File: src/pkg/rt_circ2_pkg.sv
package rt_circ2_pkg;
  // ==========================================================================
  // bus and word widths
  localparam int          APB_AW          = 12;
  localparam int          WORD_W          = 16;
  localparam int          PTR_W           = 16;
  localparam int          WC_W            = 5;
  localparam int          CNT_W           = 6;
  localparam logic [5:0]  MAX_WORDS       = 6'h20;

  // ==========================================================================
  // register indices (byte address is four times the index)
  localparam logic [9:0]  IDX_PEND        = 10'h009;
  localparam logic [9:0]  IDX_INT_EN      = 10'h012;
  localparam logic [9:0]  IDX_RT_CFG      = 10'h017;
  localparam logic [9:0]  IDX_EXT_CFG     = 10'h04D;
  localparam logic [9:0]  IDX_DESC_BASE   = 10'h060;
  localparam logic [9:0]  IDX_STATUS      = 10'h061;

  // ==========================================================================
  // register fields
  localparam int          IRQ_BIT         = 0;
  localparam int          BSEP_BIT        = 0;
  localparam int          BFLAG_EN_BIT    = 3;
  localparam int          INFO_BROADCAST_FLAG_BIT  = 9;

  // ==========================================================================
  // descriptor control word fields
  localparam int          CW_BLOCK_DONE_IRQ_ENABLE_BIT    = 8;
  localparam int          CW_PINGPONG_SELECT_BIT     = 2;
  localparam int          CW_CIR2_BIT     = 1;
  localparam int          CW_CODE_LSB     = 4;
  localparam int          CW_CODE_MSB     = 7;

  // ==========================================================================
  // descriptor word offsets from N
  localparam logic [1:0]  DW_CTRL         = 2'h0;
  localparam logic [1:0]  DW_START        = 2'h1;
  localparam logic [1:0]  DW_CUR          = 2'h2;
  localparam logic [1:0]  DW_INFO         = 2'h3;

  // ==========================================================================
  // reset values
  localparam logic [15:0] RST_WORD        = 16'h0000;
  localparam logic [15:0] RST_DESC_BASE   = 16'h0400;
endpackage

File: src/hdl/rt_circular_buffer_mode2.sv
// Operation
// - low info pointer bits count completed messages
// - 128 messages need 8 zeros; step two
// - full count: increment once, low bits all ones
// - full count restores info base, start to current
// - descriptor chosen by T/R and subaddress only
// - control bits 7:4 encode message count
// - receive words stored from current data pointer
// - receive: info and tag first, then pointers
// - not full: pointers move to next locations
// - last message: both pointers back to base
// - block done interrupt needs both enables set
// - transmit words read from current data pointer
// - transmit: info, tag, pointers as receive
// - broadcast receive data shares the same buffer
// - extended config bit 3 adds broadcast flag
// - broadcast transmit: no bus, pointers unchanged
// - next transmit overwrites broadcast info words
// - completion by message count, not buffer fill
// - error, busy, illegal: info written, no advance
// - mode: ping-pong select zero, circ2 select one
// - descriptor N..N+3: ctrl, start, current, info
//
// Implementation choices: register access over APB and the register offsets.
module rt_circular_buffer_mode2 #(
  parameter int PTR_W = rt_circ2_pkg::PTR_W
) (
  // clock and reset
  input  wire logic                            REF_CLK_I,
  input  wire logic                            RST_N_I,
  // apb slave
  input  wire logic                            PSEL_I,
  input  wire logic                            PENABLE_I,
  input  wire logic                            PWRITE_I,
  input  wire logic [rt_circ2_pkg::APB_AW-1:0] PADDR_I,
  input  wire logic [31:0]                     PWDATA_I,
  output logic      [31:0]                     PRDATA_O,
  output logic                                 PREADY_O,
  output logic                                 PSLVERR_O,
  // command from protocol core
  input  wire logic                            CMD_START_I,
  input  wire logic [15:0]                     CMD_WORD_I,
  input  wire logic                            CMD_BROADCAST_FLAG_I,
  output logic                                 CMD_DONE_O,
  // receive data words
  input  wire logic                            RX_VALID_I,
  input  wire logic [rt_circ2_pkg::WORD_W-1:0] RX_WORD_I,
  output logic                                 RX_READY_O,
  // transmit data words
  output logic                                 TX_VALID_O,
  output logic      [rt_circ2_pkg::WORD_W-1:0] TX_WORD_O,
  input  wire logic                            TX_READY_I,
  // message end with status
  input  wire logic                            MSG_END_I,
  input  wire logic                            MSG_ERR_I,
  input  wire logic [rt_circ2_pkg::WORD_W-1:0] MSG_INFO_I,
  input  wire logic [rt_circ2_pkg::WORD_W-1:0] MSG_TAG_I,
  output logic                                 MSG_END_READY_O,
  // ram master
  output logic                                 MEM_REQ_O,
  output logic                                 MEM_WE_O,
  output logic      [PTR_W-1:0]                MEM_ADDR_O,
  output logic      [rt_circ2_pkg::WORD_W-1:0] MEM_WDATA_O,
  input  wire logic [rt_circ2_pkg::WORD_W-1:0] MEM_RDATA_I,
  input  wire logic                            MEM_ACK_I,
  // interrupt
  output logic                                 INT_N_O
);

  typedef enum logic [10:0] {
    S_IDLE  = 11'b000_0000_0001,
    S_FETCH = 11'b000_0000_0010,
    S_RX    = 11'b000_0000_0100,
    S_RXWR  = 11'b000_0000_1000,
    S_TXRD  = 11'b000_0001_0000,
    S_TXOUT = 11'b000_0010_0000,
    S_END   = 11'b000_0100_0000,
    S_INFO  = 11'b000_1000_0000,
    S_TAG   = 11'b001_0000_0000,
    S_CA    = 11'b010_0000_0000,
    S_MSG_INFO_PTR  = 11'b100_0000_0000
  } state_t;

  function automatic logic [PTR_W-1:0] low_mask(input logic [3:0] code);
    low_mask = ~({PTR_W{1'b1}} << code);
  endfunction

  // ==========================================================================
  // apb registers
  logic        int_en_ff,    nxt_int_en;
  logic        pend_ff,      nxt_pend;
  logic [15:0] rt_cfg_ff,    nxt_rt_cfg;
  logic [15:0] ext_cfg_ff,   nxt_ext_cfg;
  logic [15:0] desc_base_ff, nxt_desc_base;
  logic [31:0] prdata_ff,    nxt_prdata;
  logic        pslverr_ff,   nxt_pslverr;
  logic        block_done;
  logic [9:0]  reg_idx;
  logic        wr_acc;
  logic        rd_setup;
  logic        mapped;

  assign reg_idx  = PADDR_I[rt_circ2_pkg::APB_AW-1:2];
  assign wr_acc   = PSEL_I & PENABLE_I & PWRITE_I;
  assign rd_setup = PSEL_I & ~PENABLE_I & ~PWRITE_I;

  // ==========================================================================
  // message engine state
  state_t           state_ff,   nxt_state;
  logic [15:0]      cmd_ff,     nxt_cmd;
  logic             broadcast_flag_ff,   nxt_broadcast_flag;
  logic [1:0]       idx_ff,     nxt_idx;
  logic [15:0]      ctrl_ff,    nxt_ctrl;
  logic [PTR_W-1:0] sa_ff,      nxt_sa;
  logic [PTR_W-1:0] ca_ff,      nxt_ca;
  logic [PTR_W-1:0] msg_info_ptr_ff,    nxt_msg_info_ptr;
  logic [5:0]       cnt_ff,     nxt_cnt;
  logic             err_ff,     nxt_err;
  logic [15:0]      tag_ff,     nxt_tag;
  logic             req_ff,     nxt_req;
  logic             we_ff,      nxt_we;
  logic [PTR_W-1:0] addr_ff,    nxt_addr;
  logic [15:0]      wdata_ff,   nxt_wdata;
  logic             txv_ff,     nxt_txv;
  logic [15:0]      txw_ff,     nxt_txw;

  logic [PTR_W-1:0] desc_n;
  logic [5:0]       words;
  logic [PTR_W-1:0] mask;
  logic [PTR_W-1:0] msg_info_ptr_inc;
  logic             full;
  logic             mode2;
  logic             tx_b31;
  logic [PTR_W-1:0] upd_ca;
  logic [PTR_W-1:0] upd_msg_info_ptr;
  logic [15:0]      info_word;

  assign desc_n    = PTR_W'(desc_base_ff) + PTR_W'({cmd_ff[10], cmd_ff[9:5], 2'b00});
  assign words     = (cmd_ff[4:0] == 5'h00) ? rt_circ2_pkg::MAX_WORDS : {1'b0, cmd_ff[4:0]};
  assign mask      = low_mask(ctrl_ff[rt_circ2_pkg::CW_CODE_MSB:rt_circ2_pkg::CW_CODE_LSB]);
  assign msg_info_ptr_inc  = msg_info_ptr_ff + PTR_W'(1);
  assign full      = ((msg_info_ptr_inc & mask) == mask);
  assign mode2     = ~ctrl_ff[rt_circ2_pkg::CW_PINGPONG_SELECT_BIT] & ctrl_ff[rt_circ2_pkg::CW_CIR2_BIT];
  assign tx_b31    = cmd_ff[10] & broadcast_flag_ff;
  assign upd_ca    = full ? sa_ff : ca_ff + PTR_W'(words);
  assign upd_msg_info_ptr  = full ? (msg_info_ptr_ff & ~mask) : msg_info_ptr_ff + PTR_W'(2);
  assign block_done = (state_ff == S_MSG_INFO_PTR) & MEM_ACK_I & full & ctrl_ff[rt_circ2_pkg::CW_BLOCK_DONE_IRQ_ENABLE_BIT];

  // ==========================================================================
  // apb next state
  always_comb begin
    nxt_int_en    = int_en_ff;
    nxt_rt_cfg    = rt_cfg_ff;
    nxt_ext_cfg   = ext_cfg_ff;
    nxt_desc_base = desc_base_ff;
    nxt_prdata    = prdata_ff;
    nxt_pslverr   = 1'b0;
    nxt_pend      = pend_ff;
    mapped        = 1'b1;
    unique case (reg_idx)
      rt_circ2_pkg::IDX_PEND,
      rt_circ2_pkg::IDX_INT_EN,
      rt_circ2_pkg::IDX_RT_CFG,
      rt_circ2_pkg::IDX_EXT_CFG,
      rt_circ2_pkg::IDX_DESC_BASE,
      rt_circ2_pkg::IDX_STATUS: mapped = (PADDR_I[1:0] == 2'b00);
      default:                  mapped = 1'b0;
    endcase
    if (PSEL_I & ~PENABLE_I) begin
      nxt_pslverr = ~mapped;
    end
    if (rd_setup) begin
      unique case (reg_idx)
        rt_circ2_pkg::IDX_PEND:      nxt_prdata = {31'h0, pend_ff};
        rt_circ2_pkg::IDX_INT_EN:    nxt_prdata = {31'h0, int_en_ff};
        rt_circ2_pkg::IDX_RT_CFG:    nxt_prdata = {16'h0, rt_cfg_ff};
        rt_circ2_pkg::IDX_EXT_CFG:   nxt_prdata = {16'h0, ext_cfg_ff};
        rt_circ2_pkg::IDX_DESC_BASE: nxt_prdata = {16'h0, desc_base_ff};
        rt_circ2_pkg::IDX_STATUS:    nxt_prdata = {5'h0, state_ff, 16'(msg_info_ptr_ff)};
        default:                     nxt_prdata = 32'h0000_0000;
      endcase
      if (!mapped) begin
        nxt_prdata = 32'h0000_0000;
      end
    end
    if (wr_acc & mapped) begin
      unique case (reg_idx)
        rt_circ2_pkg::IDX_PEND:      nxt_pend = pend_ff & ~PWDATA_I[rt_circ2_pkg::IRQ_BIT];
        rt_circ2_pkg::IDX_INT_EN:    nxt_int_en = PWDATA_I[rt_circ2_pkg::IRQ_BIT];
        rt_circ2_pkg::IDX_RT_CFG:    nxt_rt_cfg = PWDATA_I[15:0];
        rt_circ2_pkg::IDX_EXT_CFG:   nxt_ext_cfg = PWDATA_I[15:0];
        rt_circ2_pkg::IDX_DESC_BASE: nxt_desc_base = PWDATA_I[15:0];
        default:                     nxt_pend = pend_ff;
      endcase
    end
    // set wins over a clear in the same cycle
    if (block_done & int_en_ff) begin
      nxt_pend = 1'b1;
    end
  end

  // broadcast separation option is kept for software only; data is never split
  assign info_word = MSG_INFO_I |
                     (16'(ext_cfg_ff[rt_circ2_pkg::BFLAG_EN_BIT] & broadcast_flag_ff) << rt_circ2_pkg::INFO_BROADCAST_FLAG_BIT);

  // ==========================================================================
  // message engine next state
  always_comb begin
    nxt_state = state_ff;
    nxt_cmd   = cmd_ff;
    nxt_broadcast_flag = broadcast_flag_ff;
    nxt_idx   = idx_ff;
    nxt_ctrl  = ctrl_ff;
    nxt_sa    = sa_ff;
    nxt_ca    = ca_ff;
    nxt_msg_info_ptr  = msg_info_ptr_ff;
    nxt_cnt   = cnt_ff;
    nxt_err   = err_ff;
    nxt_tag   = tag_ff;
    nxt_req   = req_ff;
    nxt_we    = we_ff;
    nxt_addr  = addr_ff;
    nxt_wdata = wdata_ff;
    nxt_txv   = txv_ff;
    nxt_txw   = txw_ff;
    CMD_DONE_O = 1'b0;
    // a message end is accepted only where the engine can log it
    if (MSG_END_READY_O & MSG_END_I) begin
      nxt_err   = MSG_ERR_I;
      nxt_tag   = MSG_TAG_I;
      nxt_txv   = 1'b0;
      nxt_req   = 1'b1;
      nxt_we    = 1'b1;
      nxt_addr  = msg_info_ptr_ff;
      nxt_wdata = info_word;
      nxt_state = S_INFO;
    end else begin
      unique case (state_ff)
        S_IDLE: begin
          if (CMD_START_I) begin
            nxt_cmd   = CMD_WORD_I;
            nxt_broadcast_flag = CMD_BROADCAST_FLAG_I;
            nxt_idx   = rt_circ2_pkg::DW_CTRL;
            nxt_cnt   = 6'h00;
            nxt_state = S_FETCH;
          end
        end
        S_FETCH: begin
          nxt_req  = 1'b1;
          nxt_we   = 1'b0;
          nxt_addr = desc_n + PTR_W'(idx_ff);
          if (req_ff & MEM_ACK_I) begin
            nxt_req = 1'b0;
            nxt_idx = idx_ff + 2'h1;
            unique case (idx_ff)
              rt_circ2_pkg::DW_CTRL:  nxt_ctrl = MEM_RDATA_I;
              rt_circ2_pkg::DW_START: nxt_sa   = PTR_W'(MEM_RDATA_I);
              rt_circ2_pkg::DW_CUR:   nxt_ca   = PTR_W'(MEM_RDATA_I);
              rt_circ2_pkg::DW_INFO:  nxt_msg_info_ptr = PTR_W'(MEM_RDATA_I);
            endcase
            if (idx_ff == rt_circ2_pkg::DW_INFO) begin
              if (!mode2) begin
                CMD_DONE_O = 1'b1;
                nxt_state  = S_IDLE;
              end else if (cmd_ff[10] & !broadcast_flag_ff) begin
                nxt_req   = 1'b1;
                nxt_addr  = ca_ff;
                nxt_state = S_TXRD;
              end else begin
                nxt_state = cmd_ff[10] ? S_END : S_RX;
              end
            end
          end
        end
        S_RX: begin
          if (RX_VALID_I) begin
            nxt_req   = 1'b1;
            nxt_we    = 1'b1;
            nxt_addr  = ca_ff + PTR_W'(cnt_ff);
            nxt_wdata = RX_WORD_I;
            nxt_state = S_RXWR;
          end
        end
        S_RXWR: begin
          if (MEM_ACK_I) begin
            nxt_req   = 1'b0;
            nxt_cnt   = cnt_ff + 6'h01;
            nxt_state = (cnt_ff + 6'h01 == words) ? S_END : S_RX;
          end
        end
        S_TXRD: begin
          if (MEM_ACK_I) begin
            nxt_req   = 1'b0;
            nxt_txw   = MEM_RDATA_I;
            nxt_txv   = 1'b1;
            nxt_state = S_TXOUT;
          end
        end
        S_TXOUT: begin
          if (TX_READY_I) begin
            nxt_txv = 1'b0;
            nxt_cnt = cnt_ff + 6'h01;
            if (cnt_ff + 6'h01 == words) begin
              nxt_state = S_END;
            end else begin
              nxt_req   = 1'b1;
              nxt_we    = 1'b0;
              nxt_addr  = ca_ff + PTR_W'(cnt_ff + 6'h01);
              nxt_state = S_TXRD;
            end
          end
        end
        S_END: begin
          nxt_state = S_END;
        end
        S_INFO: begin
          if (MEM_ACK_I) begin
            nxt_addr  = msg_info_ptr_inc;
            nxt_wdata = tag_ff;
            nxt_state = S_TAG;
          end
        end
        S_TAG: begin
          if (MEM_ACK_I) begin
            if (err_ff | tx_b31) begin
              nxt_req    = 1'b0;
              CMD_DONE_O = 1'b1;
              nxt_state  = S_IDLE;
            end else begin
              nxt_addr  = desc_n + PTR_W'(rt_circ2_pkg::DW_CUR);
              nxt_wdata = 16'(upd_ca);
              nxt_state = S_CA;
            end
          end
        end
        S_CA: begin
          if (MEM_ACK_I) begin
            nxt_addr  = desc_n + PTR_W'(rt_circ2_pkg::DW_INFO);
            nxt_wdata = 16'(upd_msg_info_ptr);
            nxt_state = S_MSG_INFO_PTR;
          end
        end
        S_MSG_INFO_PTR: begin
          if (MEM_ACK_I) begin
            nxt_req    = 1'b0;
            nxt_we     = 1'b0;
            nxt_ca     = upd_ca;
            nxt_msg_info_ptr   = upd_msg_info_ptr;
            CMD_DONE_O = 1'b1;
            nxt_state  = S_IDLE;
          end
        end
        default: nxt_state = S_IDLE;
      endcase
    end
  end

  // ==========================================================================
  // registers
  always_ff @(posedge REF_CLK_I or negedge RST_N_I) begin
    if (!RST_N_I) begin
      int_en_ff    <= 1'b0;
      pend_ff      <= 1'b0;
      rt_cfg_ff    <= rt_circ2_pkg::RST_WORD;
      ext_cfg_ff   <= rt_circ2_pkg::RST_WORD;
      desc_base_ff <= rt_circ2_pkg::RST_DESC_BASE;
      prdata_ff    <= 32'h0000_0000;
      pslverr_ff   <= 1'b0;
      state_ff     <= S_IDLE;
      cmd_ff       <= rt_circ2_pkg::RST_WORD;
      broadcast_flag_ff     <= 1'b0;
      idx_ff       <= 2'h0;
      ctrl_ff      <= rt_circ2_pkg::RST_WORD;
      sa_ff        <= '0;
      ca_ff        <= '0;
      msg_info_ptr_ff      <= '0;
      cnt_ff       <= 6'h00;
      err_ff       <= 1'b0;
      tag_ff       <= rt_circ2_pkg::RST_WORD;
      req_ff       <= 1'b0;
      we_ff        <= 1'b0;
      addr_ff      <= '0;
      wdata_ff     <= rt_circ2_pkg::RST_WORD;
      txv_ff       <= 1'b0;
      txw_ff       <= rt_circ2_pkg::RST_WORD;
    end else begin
      int_en_ff    <= nxt_int_en;
      pend_ff      <= nxt_pend;
      rt_cfg_ff    <= nxt_rt_cfg;
      ext_cfg_ff   <= nxt_ext_cfg;
      desc_base_ff <= nxt_desc_base;
      prdata_ff    <= nxt_prdata;
      pslverr_ff   <= nxt_pslverr;
      state_ff     <= nxt_state;
      cmd_ff       <= nxt_cmd;
      broadcast_flag_ff     <= nxt_broadcast_flag;
      idx_ff       <= nxt_idx;
      ctrl_ff      <= nxt_ctrl;
      sa_ff        <= nxt_sa;
      ca_ff        <= nxt_ca;
      msg_info_ptr_ff      <= nxt_msg_info_ptr;
      cnt_ff       <= nxt_cnt;
      err_ff       <= nxt_err;
      tag_ff       <= nxt_tag;
      req_ff       <= nxt_req;
      we_ff        <= nxt_we;
      addr_ff      <= nxt_addr;
      wdata_ff     <= nxt_wdata;
      txv_ff       <= nxt_txv;
      txw_ff       <= nxt_txw;
    end
  end

  // ==========================================================================
  // outputs
  assign PRDATA_O        = prdata_ff;
  assign PREADY_O        = 1'b1;
  assign PSLVERR_O       = pslverr_ff & PSEL_I & PENABLE_I;
  assign RX_READY_O      = (state_ff == S_RX);
  assign TX_VALID_O      = txv_ff;
  assign TX_WORD_O       = txw_ff;
  assign MSG_END_READY_O = (state_ff == S_RX) | (state_ff == S_TXOUT) | (state_ff == S_END);
  assign MEM_REQ_O       = req_ff;
  assign MEM_WE_O        = we_ff;
  assign MEM_ADDR_O      = addr_ff;
  assign MEM_WDATA_O     = wdata_ff;
  assign INT_N_O         = ~(pend_ff & int_en_ff);

endmodule // rt_circular_buffer_mode2

File: config.mk
export PLATFORM = sky130hd
export DESIGN_NAME = rt_circular_buffer_mode2
export DESIGN_NICKNAME = d
export VERILOG_FILES = /design/src/pkg/rt_circ2_pkg.sv /design/src/hdl/rt_circular_buffer_mode2.sv
export SDC_FILE = /design/constraint.sdc
export NUM_CORES = 1
export LEC_CHECK = 0
export BUFFER_PORTS_ARGS = -buffer_cell sky130_fd_sc_hd__buf_2
export CAP_MARGIN = 20
export CELL_PAD_IN_SITES_DETAIL_PLACEMENT = 0
export CELL_PAD_IN_SITES_GLOBAL_PLACEMENT = 1
export CORE_ASPECT_RATIO = 0.8
export CORE_UTILIZATION = 44
export CTS_CLUSTER_DIAMETER = 120
export DETAILED_ROUTE_END_ITERATION = 10
export PLACE_DENSITY = 0.89
export SYNTH_ARGS = -nofsm -noshare
export SYNTH_HDL_FRONTEND = slang
export SYNTH_SLANG_ARGS = --single-unit
File: constraint.sdc
create_clock -name REF_CLK_I -period 4 [get_ports REF_CLK_I]
set_input_delay 0.4 -clock REF_CLK_I [delete_from_list [all_inputs] [get_ports REF_CLK_I]]
set_output_delay 0.4 -clock REF_CLK_I [all_outputs]
set_load 0.05 [all_outputs]
==> results of run 1 <==
## flip-flops by register name, indices dropped and copies added (netlist names), 2 cells and up
signal	flops
cnt_ff	6
cmd_ff	11
PRDATA_O	27
MEM_ADDR_O	16
ctrl_ff	7
sa_ff	16
tag_ff	16
TX_WORD_O	16
state_ff	11
ca_ff	16
desc_base_ff	16
MEM_WDATA_O	16
msg_info_ptr_ff	16
ext_cfg_ff	16
idx_ff	2
rt_cfg_ff	16
## stage by stage
step,setup WS (ps),instance area (um^2),util [%]
finish,170,18200,53.4
detailed placement,278,17200,50.7
CTS,63.2,18100,53.3
global placement,263,17200,50.7
global route,2.62,18100,53.4
floorplan,313,15400,-
## Yosys cell counts (all sizes together) (18+ instances only)
| cell type | number |
|---|---|
| a211oi | 21 |
| a21o | 22 |
| a21oi | 83 |
| a221oi | 19 |
| a22o | 24 |
| a31oi | 19 |
| buf | 31 |
| clkbuf | 97 |
| dfrtp | 230 |
| ha | 31 |
| inv | 42 |
| mux2 | 114 |
| mux2i | 18 |
| nand2 | 231 |
| nand3 | 48 |
| nand4 | 27 |
| nor2 | 105 |
| nor3 | 46 |
| o211ai | 20 |
| o21ai | 116 |
| o22ai | 28 |
| o31ai | 30 |
| or3 | 18 |
| xnor2 | 55 |
| xor2 | 22 |
## routing by layer
layer	GRT usage [%]	up-vias	routed length [um]
li1	-	6801	-
met1	45.5	7355	24800
met2	48.0	855	24700
met3	8.23	127	6380
met4	10.8	0	1950
met5	0	-	0
## path summary, 6_finish.rpt
path	cells past startpoint	start	endpoint
max in group asynchronous	3	RST_N_I	state_ff[0]$_DFFE_PN1P_
max	7	state_ff[7]$_DFFE_PN0P_	CMD_DONE_O
min	3	MSG_TAG_I[1]	tag_ff[1]$_DFFE_PN0P_
min reg2reg	2	PRDATA_O[15]$_DFFE_PN0P_	PRDATA_O[15]$_DFFE_PN0P_
max reg2reg	13	msg_info_ptr_ff[1]$_DFFE_PN0P_	MEM_WDATA_O[13]$_DFFE_PN0P_
min in group asynchronous	2	RST_N_I	PRDATA_O[4]$_DFFE_PN0P_
## timing repair
action,in CTS,in global routing
hold endpoints to repair,25,0
hold buffers,1,0
gates resized for setup,0,3
setup endpoints to repair,0,2
## layout make-up
cell class                 instances  area [um^2]  area share (%)
antenna                            2         5.00          0.0276
clock buffer                      35          736            4.05
clock inverter                    12          144           0.793
inverter                          43          161           0.889
multi-input combinational       1325         8940            49.3
sequential                       232         5810            32.0
tap                              465          582            3.21
timing repair buffer             295         1770            9.77
## worst max-delay path: stages, from the launching register on
cell      delay, ps
dfrtp_1         510
nor3_4          330
nand3_1         220
or4b_2          760
buf_4           220
or3_1           340
a31oi_1         220
clkbuf_4        270
## where the power goes
part           switching (uW)  internal (uW)
logic                    2320           1230
registers                 450           2750
clock network            1040           1480
total                    3810           5460
## cells by family after synthesis
kind of cell	count (synthesis)
other	2
AO/OA/AOI/OAI	504
AND/OR/NAND/NOR	569
flip-flops	232
adder cells (fa/ha/maj)	36
multiplexers	132
buffers and inverters	171
XOR/XNOR	78
==> summary.md, run 1 <==
| Metric | Value |
|---|---|
| Die X | 211 um |
| Largest family of logic cells by synthesized area | compound AO/OA/AOI/OAI gates |
| Final setup viols | 0 |
| Total gr overflow | 0 |
| Final Hold Slack | 33.1 ps |
| Post-Syn Instances | 1724 |
| Outcome | finished, final reports clean |
| Slew headroom | 29.6% |
| Arrival time worst endpoint | 3430 ps |
| Type of the tightest min-delay check | input pin to flop |
| Clock transition at path regs | 60 ps |
| Setup TNS | 0 ps |
| Initial Utilization | 45.3% |
| Inserted Clock Buffers | 26 |
| Post-synth ARST share | 100% |
| Initial antenna violation count | 3 |
| Wirelength, routed | 57900 um |
| Worst Clk Skew | 14.9 ps |
| Worst-Skew Late Latency | 560 ps |
| LEAKAGE | 0.00836 uW |
| Post-CTS Setup Bufs | 0 |
| Area share of the largest cell type after synthesis | 37.4% |
| Die ar. | 35800 um^2 |
| Commonest non-fill, non-tap cells in the layout | dfrtp_1 (230), nand2_1 (230), buf_2 (195) |
| Max Freq | 261 MHz |
| First-pass GRT wire length | 87600 um |
| Clock root cell | clkbuf_16 |
| Final hold violation count | 0 |
| Final Slew Violations | 0 |
| Via Count | 15100 |
| Clk buf depth | 3 |
| Crit path time final | 3830 ps |
| Synth warn | 0 |
| Overall routing resource usage | 32.3% |
| Iter 0 DRT Violations | 1653 |
| CTS tree | yes |
| Synth Area in Compound Gates | 22.5% |
| Register bit total from synthesis | 232 |
| Mux contribution to synthesized area | 9.51% |
| Number of flops mapped to enable cells by yosys | 0 |
| Synth cell types | 97 |
| IO Count | 225 |
| Synth area leaders | dfrtp_1 (37%), mux2_2 (8.3%), nand2_1 (5.6%), o21ai_0 (3.6%), xnor2_1 (3.1%) |
| Worst-margin pin slew | 1040 ps |
| 1st-pass router iterations | 6 |
| Main synth FF type | dfrtp_1 |
| Vias per cell | 6.28 |
| Antenna Nets Post-Route | 0 |
| Input/output buffers | 197 |
| Post-route DRC | 0 |
| Unrepaired setup endpoints after global routing | false |
| Core area | 34000 um^2 |
| Routed wire length per instance | 24.0 um |
| Largest net degree at the start of global routing | 116 |
| Maximum vdd drop | 382 uV |
| # Max-Cap Violations | 0 |
| Post-Layout Cell Count | 2409 |
| Crit. End Element | primary output |
| Fill count | 3162 |
| H-tree levels | 1 |
| Synth Area in Adders | 3.17% |
| Power Density | 511 nW/um^2 |
| R2R Setup Slk | 220 ps |
| Final #Nets | 2095 |
| Critical path launch point type | flop |
| Die Height | 169 um |
| Vias in the first global route | 14400 |
| CP Data Required Time | 3600 ps |
| Num rows | 60 |
| Tot Pwr | 9270 uW |
| Area Overhead vs Synth | 17.9% |
| Avg Cell Area, Syn | 8.93 um^2 |
| Register area share after synthesis | 37.7% |
| DP Wirelength | 43900 um |
| RePlAce Congestion | 0.970 |
| Yosys top cell by area | dfrtp_1 |
| Post-synth design cell area | 15400 um^2 |
| Critical setup path kind | flop to primary output |
| Post-synthesis xor/xnor area fraction | 4.53% |
| Crit path max fanout | 11 |
| Inst Count DP | 2359 |
| Final Cycle Share | 95.8% |
| Ratio of cells with drive above 1 in the final layout | 25.1% |
| Simple-Gate Fraction of Synth Area | 18.0% |
| Clock Sinks | 232 |
(Power assumes the default switching activity.)
==> run 2: changes to the inputs <==
==> constraint.sdc (replaced) <==
create_clock -name REF_CLK_I -period 4 [get_ports REF_CLK_I]
set_input_delay 0.8 -clock REF_CLK_I [delete_from_list [all_inputs] [get_ports REF_CLK_I]]
set_output_delay 0.8 -clock REF_CLK_I [all_outputs]
set_load 0.05 [all_outputs]
==> run 2 against run 1 <==
Net effect:
- register-to-register slack lost 130 ps
- die area is the same
- combinational power barely moved
- critical path type unchanged
==> summary.md, run 2 (synthesized netlist as in run 1, its figures left out) <==
| Metric | Value |
|---|---|
| Cell count of the worst reg-to-reg path | 11 (-2) |
| Die X | 211 um (unchanged) |
| Vias in the first global route | 14600 (+1.2%) |
| IO Count | 225 (unchanged) |
| Core area | 34000 um^2 (unchanged) |
| Power Density | 516 nW/um^2 (+0.95%) |
| Iter 0 DRT Violations | 1677 (+1.5%) |
| Final Core Density | 53.6% (+0.17 points) |
| Total gr overflow | 0 (unchanged) |
| CP Data Required Time | 3200 ps (-400 ps) |
| Largest net degree at the start of global routing | 128 (+10%) |
| Arrival time worst endpoint | 3120 ps (-310 ps) |
| Via Count | 15200 (+0.42%) |
| Inserted Clock Buffers | 26 (unchanged) |
| Endpoint of the lowest-slack register-to-register path | MEM_WDATA_O[13]$_DFFE_PN0P_ |
| DP Wirelength | 44300 um (+0.91%) |
| Type of the tightest min-delay check | input pin to asynchronous set/reset pin |
| Worst-margin pin slew | 1020 ps (-22.1 ps) |
| LEAKAGE | 0.00840 uW (+0.47%) |
| Vias per cell | 6.30 (+0.33%) |
| Final setup viols | 0 (unchanged) |
| Critical setup path kind | flop to primary output |
| Final Cycle Share | 97.9% (+2.1 points) |
| Crit. End Element | primary output |
| # Max-Cap Violations | 0 (unchanged) |
| Crit path max fanout | 9 (-2) |
| Initial Utilization | 45.3% (unchanged) |
| R2R Setup Slk | 90 ps (-130 ps) |
| Post-route DRC | 0 (unchanged) |
| Final Slew Violations | 0 (unchanged) |
| Area Overhead vs Synth | 18.3% |
| Max reg flops | 27 (unchanged) |
| Crit path time final | 3920 ps (+85.4 ps) |
| Final #Nets | 2098 (+0.14%) |
| Maximum vdd drop | 355 uV (-7.3%) |
| Die Height | 169 um (unchanged) |
| Overall routing resource usage | 32.1% (-0.13 points) |
| Die ar. | 35800 um^2 (unchanged) |
| Routed wire length per instance | 24.1 um (+0.42%) |
| Clock Sinks | 232 (unchanged) |
| Ratio of cells with drive above 1 in the final layout | 25.5% (+0.41 points) |
| 1st-pass router iterations | 5 (-1) |
| Commonest non-fill, non-tap cells in the layout | nand2_1 (230), dfrtp_1 (228), buf_2 (195) |
| Setup TNS | 0 ps (unchanged) |
| Final hold violation count | 0 (unchanged) |
| Antenna Nets Post-Route | 0 (unchanged) |
| Input/output buffers | 197 (unchanged) |
| Critical path launch point type | flop |
| Outcome | finished, final reports clean |
| Worst Clk Skew | 24.3 ps (+9.48 ps) |
| CTS tree | yes |
| Max Freq | 255 MHz (-2.2%) |
| Wirelength, routed | 58200 um (+0.50%) |
| Clock root cell | clkbuf_16 |
| Slew headroom | 31.8% (+2.2 points) |
| Num rows | 60 (unchanged) |
| Most common cell after layout, fill and taps aside | nand2_1 |
| Worst-Skew Late Latency | 570 ps (about the same) |
| Clk buf depth | 3 (unchanged) |
| Clock transition at path regs | 70 ps (about the same) |
| RePlAce Congestion | 0.966 (-0.41%) |
| First-pass GRT wire length | 87800 um (+0.28%) |
| Initial antenna violation count | 1 (-2) |
| H-tree levels | 1 (unchanged) |
| Reg2reg start | msg_info_ptr_ff[7]$_DFFE_PN0P_ |
| Number of antenna diodes | 0 (-2) |
-- run 2: per-layer routing --
metal,track usage (%),share of wire (%)
met5,0,0.017
met4,10.2,3.5
met3,6.50,10
met2,48.1,43
met1,46.4,44
-- run 2: how the worst max path moves through the flow --
stage | from | to | slack (ps) | depth (start not counted)
2_1_floorplan | state_ff[7]$_DFFE_PN0P_ | CMD_DONE_O | 140 | 7
3_3_place_gp | msg_info_ptr_ff[1]$_DFFE_PN0P_ | MEM_WDATA_O[13]$_DFFE_PN0P_ | -20 | 12
3_5_place_dp | msg_info_ptr_ff[7]$_DFFE_PN0P_ | MEM_WDATA_O[13]$_DFFE_PN0P_ | 100 | 11
4_1_cts | state_ff[8]$_DFFE_PN0P_ | CMD_DONE_O | 20 | 6
5_1_grt | msg_info_ptr_ff[7]$_DFFE_PN0P_ | MEM_WDATA_O[13]$_DFFE_PN0P_ | -40 | 11
6_report | state_ff[8]$_DFFE_PN0P_ | CMD_DONE_O | 80 | 6
-- run 2: repair_timing --
action | 4_1_cts | 5_1_grt
resized for setup | 2 | 6
gates cloned | 0 | 0
buffers inserted | 0 | 1
hold buffers | 0 | 0
endpoints found under the setup margin | 1 | 3
pin swaps | 0 | 1
-- run 2: cell type report --
cell class | count | area [um^2]
sequential | 232 | 5810
inverter | 43 | 161
multi-input combinational | 1325 | 8960
fill | 3207 | 15800
timing repair buffer | 298 | 1780
clock buffer | 33 | 697
tap | 465 | 582
clock inverter | 15 | 223
-- run 2: power breakdown --
part / switching (uW) / total, uW / internal (uW) / leakage (uW)
combinational: 2350 / 3570 / 1220 / 0.00485
clock: 1050 / 2610 / 1560 / 0.000455
sequential: 453 / 3200 / 2750 / 0.00309
total: 3850 / 9390 / 5540 / 0.00840
-- run 2: stage by stage --
| step | cells | cell area (um^2) | hold WS, ps | power, uW | setup slack (ps) |
|---|---|---|---|---|---|
| final | 2411 | 18200 | 363 | 9390 | 84.5 |
| after global routing | 2411 | 18200 | 422 | 9780 | -38.0 |
| after CTS | 2410 | 18200 | 395 | 9350 | 17.2 |
| after detailed placement | 2362 | 17300 | 457 | 6720 | 96.3 |
| after global placement | 2362 | 17300 | 454 | 6660 | -18.4 |
| after floorplan | 1728 | 15400 | 440 | 5490 | 142 |
-- run 2: worst max-delay path: stages (launching register included) --
cell     delay (ps)
dfrtp_2         480
nor3_4          310
nand3_2         170
or4b_2          730
or3_1           380
a31oi_1         250
buf_4           250
